[config.mk]
export PLATFORM = sky130hd
export DESIGN_NAME = nsl_led_driver
export DESIGN_NICKNAME = d
export VERILOG_FILES = /design/src/rtl/nsl_blinker.v /design/src/rtl/nsl_led_driver.v
export VERILOG_INCLUDE_DIRS = /design/src /design/src/include
export SDC_FILE = /design/constraint.sdc
export NUM_CORES = 1
export LEC_CHECK = 0
export ABC_AREA = 1
export BUFFER_PORTS_ARGS = -buffer_cell sky130_fd_sc_hd__buf_2
export CORE_MARGIN = 3
export CORE_UTILIZATION = 64
export CTS_BUF_LIST = sky130_fd_sc_hd__clkbuf_4 sky130_fd_sc_hd__clkbuf_8 sky130_fd_sc_hd__clkbuf_16
export DETAILED_ROUTE_END_ITERATION = 7
export PLACE_DENSITY_LB_ADDON = 0.1
export SYNTH_ARGS = -nofsm -noshare
export SYNTH_HDL_FRONTEND = slang
export SYNTH_HIERARCHICAL = 1
export SYNTH_SLANG_ARGS = --single-unit
[constraint.sdc]
create_clock -name clk_in -period 1.7 [get_ports clk_in]
set_input_delay 0.34 -clock clk_in [delete_from_list [all_inputs] [get_ports clk_in]]
set_output_delay 0.34 -clock clk_in [all_outputs]
set_load 0.1 [all_outputs]
[src/include/nsl_regs.vh]
// Purpose: Constants for the network status indicator driver
// Assumes: 20 MHz system clock
// Notes:   Definitions only
`ifndef NSL_REGS_VH
`define NSL_REGS_VH
`define NSL_CLK_HZ 32'h01312D00
`define NSL_BLINK_SLOW_HZ 8'h0A
`define NSL_BLINK_FAST_HZ 8'h14
// Half period of each blink, in clock cycles (toggle rate is twice the blink rate)
// Sized to the blinker counter so no bits are dropped at the parameter
// Slow: clock / (2 * 10 Hz) cycles
`define NSL_SLOW_HALF_CYC 24'h0F4240
// Fast: clock / (2 * 20 Hz) cycles
`define NSL_FAST_HALF_CYC 24'h07A120
`define NSL_HOLD_MS 8'h64
// Hold: 100 ms of clock cycles
`define NSL_HOLD_CYC 24'h1E8480
// Edges after reset release before the strap is trusted
`define NSL_SETTLE_CYC 2'h3
`define NSL_CNT_W 24
`define NSL_MODE_THREE 1'b0
`define NSL_MODE_FOUR 1'b1
`endif

[src/rtl/nsl_blinker.v]
// Purpose: Hold-stretched square wave blinker for one indicator
// Assumes: trig_in is synchronous to clk_in
// Notes:   Half period and hold counts come from the instantiating module
`timescale 1ns/10ps
`default_nettype none
module nsl_blinker #(
    parameter [23:0] HALF_CYC = 24'h0F4240,
    parameter [23:0] HOLD_CYC = 24'h1E8480
) (
    // Clock and reset
    input wire clk_in,
    input wire reset_in,
    // Trigger
    input wire trig_in,
    // Result
    output wire active_out,
    output wire wave_out
);
    reg [23:0] half_ff;
    reg [23:0] hold_ff;
    reg wave_ff;
    wire busy;
    assign busy = trig_in | (hold_ff != 24'h000000);
    always @(posedge clk_in or posedge reset_in) begin
        if (reset_in) begin
            half_ff <= 24'h000000;
            hold_ff <= 24'h000000;
            wave_ff <= 1'b0;
        end else begin
            if (trig_in) begin
                hold_ff <= HOLD_CYC;
            end else if (hold_ff != 24'h000000) begin
                hold_ff <= hold_ff - 24'h000001;
            end
            if (!busy) begin
                // Restart dark so each burst begins with a full off phase
                half_ff <= 24'h000000;
                wave_ff <= 1'b0;
            end else if (half_ff == HALF_CYC - 24'h000001) begin
                half_ff <= 24'h000000;
                wave_ff <= ~wave_ff;
            end else begin
                half_ff <= half_ff + 24'h000001;
            end
        end
    end
    assign active_out = busy;
    assign wave_out = wave_ff;
endmodule // nsl_blinker
`default_nettype wire

[src/rtl/nsl_led_driver.v]
// Purpose: Network status indicator driver, three or four lamp display
// Assumes: Status inputs come from MAC/transceiver logic on clk_in
// Notes:   Outputs are active high (lamp lit); board inverts if needed
//          Mode strap is taken once per reset; later moves are ignored
//          Blink holds run 100 ms past the last triggering event
`timescale 1ns/10ps
`default_nettype none
`include "nsl_regs.vh"
// Operation
// - Two display modes: three or four lamps
// - Three-lamp: speed lamp lit at 100M
// - Three-lamp: link/activity steady when link idle
// - Three-lamp: link/activity blinks 10Hz on traffic
// - Three-lamp: duplex steady, collision blinks 20Hz
// - Four-lamp: 100M link lamp
// - Four-lamp: 10M link lamp
// - Four-lamp: activity lamp blinks 10Hz
// - Four-lamp: duplex steady, collision blinks 20Hz
module nsl_led_driver (
    // Clock and reset
    input wire clk_in,
    input wire reset_in,
    // Configuration strap
    input wire four_led_mode_in,
    // Status from MAC and transceiver
    input wire link_ok_in,
    input wire speed_100_in,
    input wire full_duplex_in,
    input wire rx_active_in,
    input wire tx_active_in,
    input wire collision_in,
    // Indicator lamps
    output reg led0_out,
    output reg led1_out,
    output reg duplex_collision_indicator_out,
    output reg led3_out,
    output wire mode_four_out
);
    // ------------------------------------------------------------
    // Mode capture
    // ------------------------------------------------------------
    // The strap comes from a pin, so it passes two stages first. The
    // mode is taken once, after the stages have filled with the real
    // strap level; taking it at the first edge would only ever see the
    // reset value of the second stage.
    localparam [2:0] ST_SETTLE = 3'h1;
    localparam [2:0] ST_TAKE = 3'h2;
    localparam [2:0] ST_RUN = 3'h4;
    reg strap_s1_ff;
    reg strap_s2_ff;
    reg [1:0] settle_ff;
    reg [1:0] nxt_settle;
    reg [2:0] state_ff;
    reg [2:0] nxt_state;
    reg mode_ff;
    reg nxt_mode;
    always @(posedge clk_in or posedge reset_in) begin
        if (reset_in) begin
            strap_s1_ff <= 1'b0;
            strap_s2_ff <= 1'b0;
        end else begin
            strap_s1_ff <= four_led_mode_in;
            strap_s2_ff <= strap_s1_ff;
        end
    end
    always @* begin
        nxt_state = state_ff;
        nxt_settle = settle_ff;
        nxt_mode = mode_ff;
        case (state_ff)
            ST_SETTLE: begin
                if (settle_ff == `NSL_SETTLE_CYC) begin
                    nxt_state = ST_TAKE;
                end else begin
                    nxt_settle = settle_ff + 2'h1;
                end
            end
            ST_TAKE: begin
                nxt_mode = strap_s2_ff;
                nxt_state = ST_RUN;
            end
            ST_RUN: begin
                // Later strap moves are ignored until the next reset
                nxt_state = ST_RUN;
            end
            default: begin
                nxt_state = ST_SETTLE;
                nxt_settle = 2'h0;
            end
        endcase
    end
    always @(posedge clk_in or posedge reset_in) begin
        if (reset_in) begin
            state_ff <= ST_SETTLE;
            settle_ff <= 2'h0;
            mode_ff <= `NSL_MODE_THREE;
        end else begin
            state_ff <= nxt_state;
            settle_ff <= nxt_settle;
            mode_ff <= nxt_mode;
        end
    end
    assign mode_four_out = mode_ff;

    // ------------------------------------------------------------
    // Activity triggers
    // ------------------------------------------------------------
    // Collision-free transmit only counts as activity in three-lamp mode
    wire act3_trig;
    wire act4_trig;
    assign act3_trig = link_ok_in & (rx_active_in | (tx_active_in & ~collision_in));
    assign act4_trig = rx_active_in | tx_active_in;

    // ------------------------------------------------------------
    // Blink generators
    // ------------------------------------------------------------
    // Three-lamp and four-lamp activity need separate blinkers because
    // their triggers differ; a shared one would blink on collided sends
    wire act3_busy;
    wire act3_wave;
    wire act4_busy;
    wire act4_wave;
    wire col_busy;
    wire col_wave;
    nsl_blinker #(
        .HALF_CYC(`NSL_SLOW_HALF_CYC),
        .HOLD_CYC(`NSL_HOLD_CYC)
    ) u_act3 (
        .clk_in(clk_in),
        .reset_in(reset_in),
        .trig_in(act3_trig),
        .active_out(act3_busy),
        .wave_out(act3_wave)
    );
    nsl_blinker #(
        .HALF_CYC(`NSL_SLOW_HALF_CYC),
        .HOLD_CYC(`NSL_HOLD_CYC)
    ) u_act4 (
        .clk_in(clk_in),
        .reset_in(reset_in),
        .trig_in(act4_trig),
        .active_out(act4_busy),
        .wave_out(act4_wave)
    );
    nsl_blinker #(
        .HALF_CYC(`NSL_FAST_HALF_CYC),
        .HOLD_CYC(`NSL_HOLD_CYC)
    ) u_col (
        .clk_in(clk_in),
        .reset_in(reset_in),
        .trig_in(collision_in),
        .active_out(col_busy),
        .wave_out(col_wave)
    );

    // ------------------------------------------------------------
    // Three-lamp view
    // ------------------------------------------------------------
    reg view3_speed;
    reg view3_link;
    always @* begin
        view3_speed = speed_100_in;
        if (!link_ok_in) begin
            // No link: dark, even while an old activity hold runs out
            view3_link = 1'b0;
        end else if (act3_busy) begin
            view3_link = act3_wave;
        end else begin
            view3_link = 1'b1;
        end
    end

    // ------------------------------------------------------------
    // Four-lamp view
    // ------------------------------------------------------------
    reg view4_fast;
    reg view4_slow;
    reg view4_act;
    always @* begin
        view4_fast = link_ok_in & speed_100_in;
        view4_slow = link_ok_in & ~speed_100_in;
        // Gated by the hold, so the lamp rests dark between bursts
        view4_act = act4_busy & act4_wave;
    end

    // ------------------------------------------------------------
    // Lamp registers
    // ------------------------------------------------------------
    // Registered so the lamp pins never glitch when the mode or a
    // status input changes between edges
    reg nxt_led0;
    reg nxt_led1;
    reg nxt_dup;
    reg nxt_led3;
    always @* begin
        // Collision blinking overrides the steady duplex level
        nxt_dup = col_busy ? col_wave : full_duplex_in;
        if (mode_ff == `NSL_MODE_FOUR) begin
            nxt_led0 = view4_fast;
            nxt_led1 = view4_slow;
            nxt_led3 = view4_act;
        end else begin
            nxt_led0 = view3_speed;
            nxt_led1 = view3_link;
            // The fourth lamp has no job in three-lamp mode
            nxt_led3 = 1'b0;
        end
    end
    always @(posedge clk_in or posedge reset_in) begin
        if (reset_in) begin
            led0_out <= 1'b0;
            led1_out <= 1'b0;
            duplex_collision_indicator_out <= 1'b0;
            led3_out <= 1'b0;
        end else begin
            led0_out <= nxt_led0;
            led1_out <= nxt_led1;
            duplex_collision_indicator_out <= nxt_dup;
            led3_out <= nxt_led3;
        end
    end
endmodule // nsl_led_driver
`default_nettype wire

==> results of run 1 <==
## where the power goes
part	leakage, nW	switching, mW	total [mW]	internal (mW)
Sequential	1.95	0.157	4.08	3.93
Combinational	3.04	0.915	1.35	0.435
Clock	0.292	1.51	3.91	2.41
## kinds of logic after synthesis
family	after synthesis	share of synthesized area, %
compound gates	69	3.851
mux	1	0.1104
xor+xnor	27	2.318
simple gates	977	45.39
fa+ha+maj	10	1.226
buf+inv	183	8.094
flops	159	39.01
## flip-flops by register name (all words and copies together) (netlist names)
signal / count
u_act3/half_ff: 24
u_act3/hold_ff: 24
u_act4/half_ff: 24
u_act4/hold_ff: 24
u_col/half_ff: 24
u_col/hold_ff: 24
state_ff: 3
settle_ff: 2
duplex_collision_indicator_out: 1
led0_out: 1
led1_out: 1
led3_out: 1
mode_four_out: 1
strap_s1_ff: 1
strap_s2_ff: 1
u_act3/wave_out: 1
u_act4/wave_out: 1
u_col/wave_out: 1
## repair_timing
action                                 CTS  global route
resized for setup                        0            17
setup buffers                            0             3
endpoints found under the hold margin   37             0
hold buffers                             1             0
setup endpoints to repair                0            40
## layout by cell type (no fill, tap or decap), types with 4 or more instances in the layout
cell,count
a21o_1,11
a21oi_1,22
buf_12,4
buf_2,13
buf_4,28
clkbuf_16,17
clkinv_1,4
clkinv_4,4
dfrtp_1,158
ha_1,7
inv_1,148
inv_2,11
nand2_1,335
nand2_2,17
nand3_1,164
nand3_2,9
nand3b_1,9
nand4_1,34
nor2_1,247
nor2_2,100
nor2_4,21
nor3_1,16
nor3_2,4
o21ai_0,17
o21ai_1,11
o21bai_1,4
or2_2,10
xnor2_1,9
xor2_1,18
## layout make-up
class / count / area share [%]
Inverter: 166 / 5.731
Timing Repair Buffer: 46 / 3.231
Sequential cell: 159 / 35.20
Clock inverter: 9 / 1.206
Multi-Input combinational cell: 1084 / 48.16
Clock buffer: 21 / 4.138
Tap cell: 211 / 2.335
## metal layers
layer / vias to the layer above / GRT usage (%)
li1: 4622 / -
met1: 4341 / 36.34
met2: 264 / 51.31
met3: 60 / 3.969
met4: 0 / 8.487
met5: - / 0
## synthesized netlist by cell type, drive strengths merged
master,n,area share [%]
a211oi,2,0.15
a21boi,1,0.074
a21o,11,0.81
a21oi,22,1.1
and2,3,0.18
buf,17,1.8
clkinv,7,0.40
dfrtp,158,39
dfstp,1,0.26
ha,10,1.2
inv,159,5.8
mux2,1,0.11
nand2,355,14
nand3,174,8.9
nand3b,9,0.66
nand4,38,2.8
nor2,368,17
nor3,20,1.1
o211ai,1,0.074
o21ai,28,1.4
o21bai,4,0.29
or2,10,0.61
xnor2,9,0.77
xor2,18,1.5
## worst paths after layout
| kind | startpoint | endpoint | slack [ps] |
|---|---|---|---|
| max | u_act3/hold_ff[0] | u_act3/hold_ff[18] | 50 |
| max reg2reg | u_act3/hold_ff[0] | u_act3/hold_ff[18] | 50 |
| min in group asynchronous | reset_in | u_act4/half_ff[18] | 510 |
| min reg2reg | strap_s1_ff | strap_s2_ff | 350 |
| max in group asynchronous | reset_in | u_col/half_ff[11] | 660 |
| min | four_led_mode_in | strap_s1_ff | 70 |
==> results.md, run 1 <==
* Outcome: finished clean
* Layout Cells excl Fill at 1,696
* First-pass GRT wire length at 41,410 microns
* Initial DRC count at 720
* TritonCTS Buffers at 17
* CP Buf/Inv Count at 2
* Metal2 WL at 12,400 microns
* M1 WL at 10,330 microns
* Max VDD drop at 0.8509 mV
* N_diodes at 0
* Final WS setup at 52.42 ps
* Critical Path Fanout Max at 6
* Final Util at 73.57%
* Distinct cell type count after synthesis at 37
* Power density over cell area at 826.6 nW/um^2
* Most Frequent Cell on Critical Path: nand2_1
* I/O Buffers at 13
* Synthesized area at 10,200 sq um
* Worst Skew at 9.295 ps
* Max cap viols at 0
* Final Hold Viols at 0
* Hold Path Class: primary input to register
* Area Growth Syn to Fin at 10.84%
* Area after DPL at 10,610 sq um
* Register Area at 3980 sq um
* WL final at 24,380 microns
* Post-synthesis sequential area ratio at 39.01%
* Number of global-route vias before repair at 8,832
* DRC Markers at 0
* CP Launch Type: register
* R2R depth at 9
* Unrepaired setup endpoints after global routing: true
* Syn_nets at 1,445
* Root buf cell: clkbuf_16
* CTS tree: yes
* Tightest Pin Transition at 503.7 ps
* Clock-pin slew on the worst setup and hold paths at 60 ps
* Final max-slew violation count at 0
* Total power at 9.347 mW
* Via count at 9,287
* Synthesized instance count at 1,426
* Dpl cells at 1,662
* Final nets at 1,493
* Seq cells post-synth at 159
* Clock sinks at 159
* Top Metal Used: met4
* Via density at 5.476
* Hold slack at 71.91 ps
* Multi-input logic area at 5446 sq um
* Clock tree buffer depth at 2
* Design Area, Final at 11,310 sq um
* Gr usage total at 28.67%
* CP top delay family: simple AND/OR/NAND/NOR gates
* Grt total ovfl at 0
* Placer Congestion at 0.9793
* Critical path depth at 9
* Initial antenna violation count at 0
* Critical path class: register to register
* Layout fillers at 1,248
* Slew HR at 66.39%
* Full die area at 17,490 sq um
* Post-DP HPWL at 17,990 microns
* Largest net degree at the start of global routing at 32
* Slowest Stage Delay on Critical Path at 410 ps
* Iteration count of the initial detailed-routing pass at 8
* Share of cells above drive strength 1 at 17.64%
* Ports at 14
* Min-Delay Path Depth at 1
* Initial Util at 66.37%
* DP Worst Slack at 85.49 ps
* Htree depth at 4
* Leak at 5.290 nW
* Crit. End Element: register
* Setup Total Neg Slack at 0 ps
* Crit-path cells: inv_1 > buf_4 > ha_2 > nand2_4 > nor2_4 > nand2_1 > nor3_2 > nand3_1 > nand2_1
* # rows at 45
* Metal3 WL at 1098 microns
* Minimum clock period at 1648 ps
* Worst path required time at 2060 ps
* YS warnings at 6
* Die X at 132.3 microns
* Worst skew pair latency at 430 ps
* F_max at 606.9 MHz
* Routed Antenna Nets at 0
* Avg Inst Size Synth at 7.154 sq um
* Core ar. at 15,370 sq um
* Max stage delay cell, worst path: dfrtp_1
* Die Ht at 132.3 microns
* Critical path arrival at 2010 ps
* Final setup fails at 0
* WL per Instance at 14.38 microns
* Period utilization at 96.92%
Note: power is estimated with default switching activity, not from simulation.
==> inputs of run 2 (changes only) <==
--- a/config.mk
+++ b/config.mk
@@ -9,10 +9,11 @@
 export ABC_AREA = 1
 export BUFFER_PORTS_ARGS = -buffer_cell sky130_fd_sc_hd__buf_2
 export CORE_MARGIN = 3
-export CORE_UTILIZATION = 64
+export CORE_UTILIZATION = 50
 export CTS_BUF_LIST = sky130_fd_sc_hd__clkbuf_4 sky130_fd_sc_hd__clkbuf_8 sky130_fd_sc_hd__clkbuf_16
 export DETAILED_ROUTE_END_ITERATION = 7
 export PLACE_DENSITY_LB_ADDON = 0.1
+export REMOVE_ABC_BUFFERS = 1
 export SYNTH_ARGS = -nofsm -noshare
 export SYNTH_HDL_FRONTEND = slang
 export SYNTH_HIERARCHICAL = 1
==> results.md, run 2 (synthesis results as in run 1) <==
* Outcome: finished clean
* Most frequent cells in the layout: nand2_1 (335), nor2_1 (244), nand3_1 (163)
* WL final at 24,790 microns (+1.7%)
* Clock-pin slew on the worst setup and hold paths at 60 ps (about the same)
* Crit-path cells: buf_2
* Critical path arrival at 1280 ps (-730 ps)
* Post-CTS setup buffer count at 0 (unchanged)
* Tightest Pin Transition at 539.5 ps (+35.78 ps)
* Clock tree buffer depth at 2 (unchanged)
* # rows at 51 (+13%)
* Total power at 9.468 mW (+1.3%)
* Core ar. at 19,780 sq um (+29%)
* Critical R2R Launch: u_act4/hold_ff[16]
* Slew HR at 64.00% (-2.4 points)
* Max stage delay cell, worst path: buf_2
* Initial DRC count at 499 (-31%)
* Grt total ovfl at 0 (unchanged)
* Die X at 148.8 microns (+13%)
* Reg-to-reg endpoint: u_act4/half_ff[2]
* R2R depth at 7 (-2)
* Hold Path Class: primary input to register
* CP startpoint: mode_four_out
* Initial antenna violation count at 0 (unchanged)
* Critical path class: register to output port
* CP top delay family: buffers and inverters
* Largest net degree at the start of global routing at 50 (+56%)
* Iteration count of the initial detailed-routing pass at 5 (-3)
* Slowest Stage Delay on Critical Path at 450 ps (+40 ps)
* Initial Util at 51.57% (-15 points)
* Worst path required time at 1360 ps (-700 ps)
* Final max-slew violation count at 0 (unchanged)
* Clock sinks at 159 (unchanged)
* Max cap viols at 0 (unchanged)
* DRC Markers at 0 (unchanged)
* Worst setup path endpoint: mode_four_out
* CP Launch Type: register
* Die Ht at 148.8 microns (+13%)
* I/O Buffers at 13 (unchanged)
* WL per Instance at 14.09 microns (-2.0%)
* Period utilization at 95.51% (-1.4 points)
* Via density at 5.189 (-5.2%)
* CP Buf/Inv Count at 1 (-1)
* Leak at 5.339 nW (+0.92%)
* Routed Antenna Nets at 0 (unchanged)
* Via count at 9,127 (-1.7%)
* Critical path depth at 1 (-8)
* Gr usage total at 23.39% (-5.3 points)
* Ports at 14 (unchanged)
* Final WS setup at 76.32 ps (+23.90 ps)
* Minimum clock period at 1624 ps (-23.90 ps)
* CTS tree: yes
* Final nets at 1,500 (+0.47%)
* F_max at 615.9 MHz (+1.5%)
* Power density over cell area at 823.7 nW/um^2 (-0.34%)
* DP Worst Slack at 42.62 ps (-42.87 ps)
* Share of cells above drive strength 1 at 18.27% (+0.63 points)
* First-pass GRT wire length at 42,340 microns (+2.2%)
* Post-DP HPWL at 18,680 microns (+3.8%)
* Max VDD drop at 0.6175 mV (-27%)
* Critical Path Fanout Max at 4 (-2)
* Worst skew pair latency at 430 ps (about the same)
* Htree depth at 4 (unchanged)
* Commonest non-fill, non-tap cell in the layout: nand2_1
* Number of global-route vias before repair at 8,874 (+0.48%)
* Root buf cell: clkbuf_16
* N_diodes at 0 (unchanged)
* TritonCTS Buffers at 17 (unchanged)
* Placer Congestion at 0.9442 (-3.6%)
* Worst Skew at 11.37 ps (+2.071 ps)
* Final Hold Viols at 0 (unchanged)
* Full die area at 22,150 sq um (+27%)
* Final setup fails at 0 (unchanged)
* Area Growth Syn to Fin at 12.66%
* Crit. End Element: output port
* Reg2Reg Setup Slack at 100 ps (+50 ps)
## run 2: how the worst min path moves through the flow
stage,from,end,slack [ps],depth (start not counted)
floorplan,reset_in,duplex_collision_indicator_out,200,1
global placement,strap_s1_ff,strap_s2_ff,360,0
detailed placement,strap_s1_ff,strap_s2_ff,340,0
CTS,four_led_mode_in,strap_s1_ff,20,1
global route,four_led_mode_in,strap_s1_ff,20,1
finish,four_led_mode_in,strap_s1_ff,30,1
## run 2: area by class of cell
cell class                 instances  area (sq um)
multi-input combinational       1084          5446
tap                              265         331.6
clock inverter                    12         161.4
fill                            1896          8288
clock buffer                      20         460.4
sequential                       159          3980
timing repair buffer              53         467.9
inverter                         166         645.6
## run 2: where the power goes
group	switching [mW]	total, mW	internal [mW]
registers	0.158	4.08	3.92
clock network	1.61	4.02	2.41
logic	0.935	1.37	0.430
## run 2: what timing repair did
action                                  in CTS  in global routing
hold buffers                                 1                  0
endpoints found under the setup margin       0                 69
hold endpoints to repair                    23                  0
resized for setup                            0                 18
## run 2: layer usage
layer,global-route usage (%),part of all wire [%],vias up
met5,0,0,-
met4,6.407,1.4,0
met3,3.191,4.5,30
met2,39.17,48,200
met1,32.09,46,4276
li1,-,-,4621
## run 2: stage by stage
| step | utilization (%) | hold slack, ps | TNS (ps) | instances | instance area (sq um) |
|---|---|---|---|---|---|
| after floorplan | - | 204.0 | -11970 | 1409 | 10010 |
| final | 58.10 | 30.17 | 0 | 1759 | 11490 |
| after global routing | 58.10 | 16.52 | -16.49 | 1759 | 11490 |
| after CTS | 57.81 | 15.17 | 0 | 1759 | 11440 |
| after global placement | 54.62 | 355.1 | 0 | 1726 | 10800 |
| after detailed placement | 54.62 | 342.5 | 0 | 1726 | 10800 |
==> inputs of run 3 (changes only) <==
--- a/config.mk
+++ b/config.mk
@@ -9,7 +9,7 @@
 export ABC_AREA = 1
 export BUFFER_PORTS_ARGS = -buffer_cell sky130_fd_sc_hd__buf_2
 export CORE_MARGIN = 3
-export CORE_UTILIZATION = 50
+export CORE_UTILIZATION = 45
 export CTS_BUF_LIST = sky130_fd_sc_hd__clkbuf_4 sky130_fd_sc_hd__clkbuf_8 sky130_fd_sc_hd__clkbuf_16
 export DETAILED_ROUTE_END_ITERATION = 7
 export PLACE_DENSITY_LB_ADDON = 0.1
==> results.md, run 3 (synthesis results as in run 1) <==
* Final setup fails at 0 (unchanged)
* Ports at 14 (unchanged)
* Slowest Stage Delay on Critical Path at 450 ps (about the same)
* Period utilization at 94.72% (-0.79 points)
* Grt total ovfl at 0 (unchanged)
* DRC Markers at 0 (unchanged)
* Final max-slew violation count at 0 (unchanged)
* Unrepaired setup endpoints after global routing: true
* Placer Congestion at 0.9050 (-4.2%)
* Core ar. at 22,030 sq um (+11%)
* Initial antenna violation count at 0 (unchanged)
* Clock tree buffer depth at 2 (unchanged)
* Htree depth at 4 (unchanged)
* Area Growth Syn to Fin at 12.90%
* R2R depth at 8 (+1)
* Critical path depth at 1 (unchanged)
* CP startpoint: mode_four_out
* Crit. End Element: output port
* Routed Antenna Nets at 0 (unchanged)
* Dpl cells at 1,738 (+0.70%)
* Worst path required time at 1360 ps (about the same)
* Final Util at 52.29% (-5.8 points)
* Clock sinks at 159 (unchanged)
* Outcome: finished clean
* Hold slack at 71.94 ps (+41.77 ps)
* Initial DRC count at 417 (-16%)
* Commonest non-fill, non-tap cell in the layout: nand2_1
* Hold Path Class: primary input to register
* CP top delay family: buffers and inverters
* Full die area at 24,510 sq um (+11%)
* Worst Skew at 9.759 ps (-1.607 ps)
* Critical path arrival at 1270 ps (about the same)
* CP Launch Type: register
* Iteration count of the initial detailed-routing pass at 5 (unchanged)
* Power density over cell area at 821.9 nW/um^2 (-0.23%)
* Post-DP HPWL at 18,430 microns (-1.3%)
* Die X at 156.6 microns (+5.2%)
* Most frequent cells in the layout: nand2_1 (333), nor2_1 (249), nand3_1 (163)
* Die Ht at 156.6 microns (+5.2%)
* Slew HR at 61.34% (-2.7 points)
* Root buf cell: clkbuf_16
* Gr usage total at 20.78% (-2.6 points)
* Worst setup path endpoint: mode_four_out
* F_max at 621.0 MHz (+0.83%)
* Share of cells above drive strength 1 at 18.37% (+0.097 points)
* WL per Instance at 13.64 microns (-3.2%)
* First-pass GRT wire length at 41,670 microns (-1.6%)
* Tightest Pin Transition at 579.3 ps (+39.81 ps)
* Reg2Reg Setup Slack at 110 ps (about the same)
* CP Buf/Inv Count at 1 (unchanged)
* Initial Util at 46.32% (-5.3 points)
* Crit-path cells: buf_2
* Clock-pin slew on the worst setup and hold paths at 60 ps (about the same)
* Max stage delay cell, worst path: buf_2
* Final nets at 1,503 (+0.20%)
* Final WS setup at 89.70 ps (+13.39 ps)
* N_diodes at 0 (unchanged)
* TritonCTS Buffers at 17 (unchanged)
* Minimum clock period at 1610 ps (-13.39 ps)
* Critical R2R Launch: u_act4/hold_ff[0]
* Layout Cells excl Fill at 1,777 (+1.0%)
* Reg-to-reg endpoint: u_act4/half_ff[2]
* Max cap viols at 0 (unchanged)
* Final Hold Viols at 0 (unchanged)
* CTS tree: yes
* I/O Buffers at 13 (unchanged)
* Via density at 5.034 (-3.0%)
* Number of global-route vias before repair at 8,749 (-1.4%)
* Largest net degree at the start of global routing at 50 (unchanged)
* Critical Path Fanout Max at 4 (unchanged)
* # rows at 54 (+5.9%)
* Critical path class: register to output port
* Setup Total Neg Slack at 0 ps (unchanged)
* Max VDD drop at 0.5238 mV (-15%)
* DP Worst Slack at 46.09 ps (+3.474 ps)
* WL final at 24,240 microns (-2.2%)
* Leak at 5.341 nW (about the same)
* Worst skew pair latency at 430 ps (about the same)
* Via count at 8,945 (-2.0%)
-- run 3: cell types whose count changed in the layout (fill, tap and decap cells not counted), moves of 2 or more --
cell	delta
nor2_1	+5
buf_4	+4
nor2_2	-4
inv_6	+3
nand2_1	-2
nand2_2	+2
nand3_2	-2
nand3_4	+2
-- run 3: metal layers --
layer / global-route usage (%) / vias up / part of all wire, %
li1: - / 4638 / -
met1: 26.90 / 4132 / 48
met2: 35.54 / 141 / 48
met3: 3.761 / 34 / 2.8
met4: 6.253 / 0 / 2.0
met5: 0 / - / 0
-- run 3: worst min-delay path by stage --
stage                                start                        endpoint  slack [ps]  depth (start not counted)
after detailed placement       strap_s1_ff                     strap_s2_ff         340                          0
after global placement         strap_s1_ff                     strap_s2_ff         330                          0
after CTS                 four_led_mode_in                     strap_s1_ff          50                          1
final                     four_led_mode_in                     strap_s1_ff          70                          1
after global routing      four_led_mode_in                     strap_s1_ff          40                          1
after floorplan                   reset_in  duplex_collision_indicator_out         200                          1
-- run 3: final cells by class --
| class | count | area (sq um) |
|---|---|---|
| multi-input cells | 1084 | 5451 |
| repair buffers | 56 | 478.0 |
| fillers | 2148 | 10510 |
| inverters | 166 | 638.1 |
| clock buffers | 18 | 439.2 |
| flip-flops and latches | 159 | 3980 |
| well taps | 280 | 350.3 |
| clock inverters | 14 | 181.4 |
-- run 3: worst reg2reg max path, delay by kind of cell (launching register included) --
kind,cells,cell delay (ps)
DFF,1,400
adders and majority gates,1,220
and+or+nand+nor,4,470
buffers and inverters,3,380
-- run 3: stage by stage --
| step | cell area (sq um) | power, mW |
|---|---|---|
| after CTS | 11420 | 9.531 |
| after global placement | 10790 | 5.441 |
| after floorplan | 10010 | 5.070 |
| final | 11520 | 9.467 |
| after detailed placement | 10790 | 5.449 |
| after global routing | 11520 | 9.927 |
-- run 3: report_power, final --
part           internal (mW)  switching, mW  leakage [nW]
clock                   2.37           1.65         0.290
combinational          0.458          0.913          3.10
sequential              3.92          0.154          1.95
total                   6.75           2.71          5.34
-- run 3: what timing repair did --
item                                    in CTS  in global routing
hold endpoints to repair                    27                  0
gates resized for setup                      0                 16
hold buffers                                 1                  0
setup buffers                                0                  6
endpoints found under the setup margin       0                 93
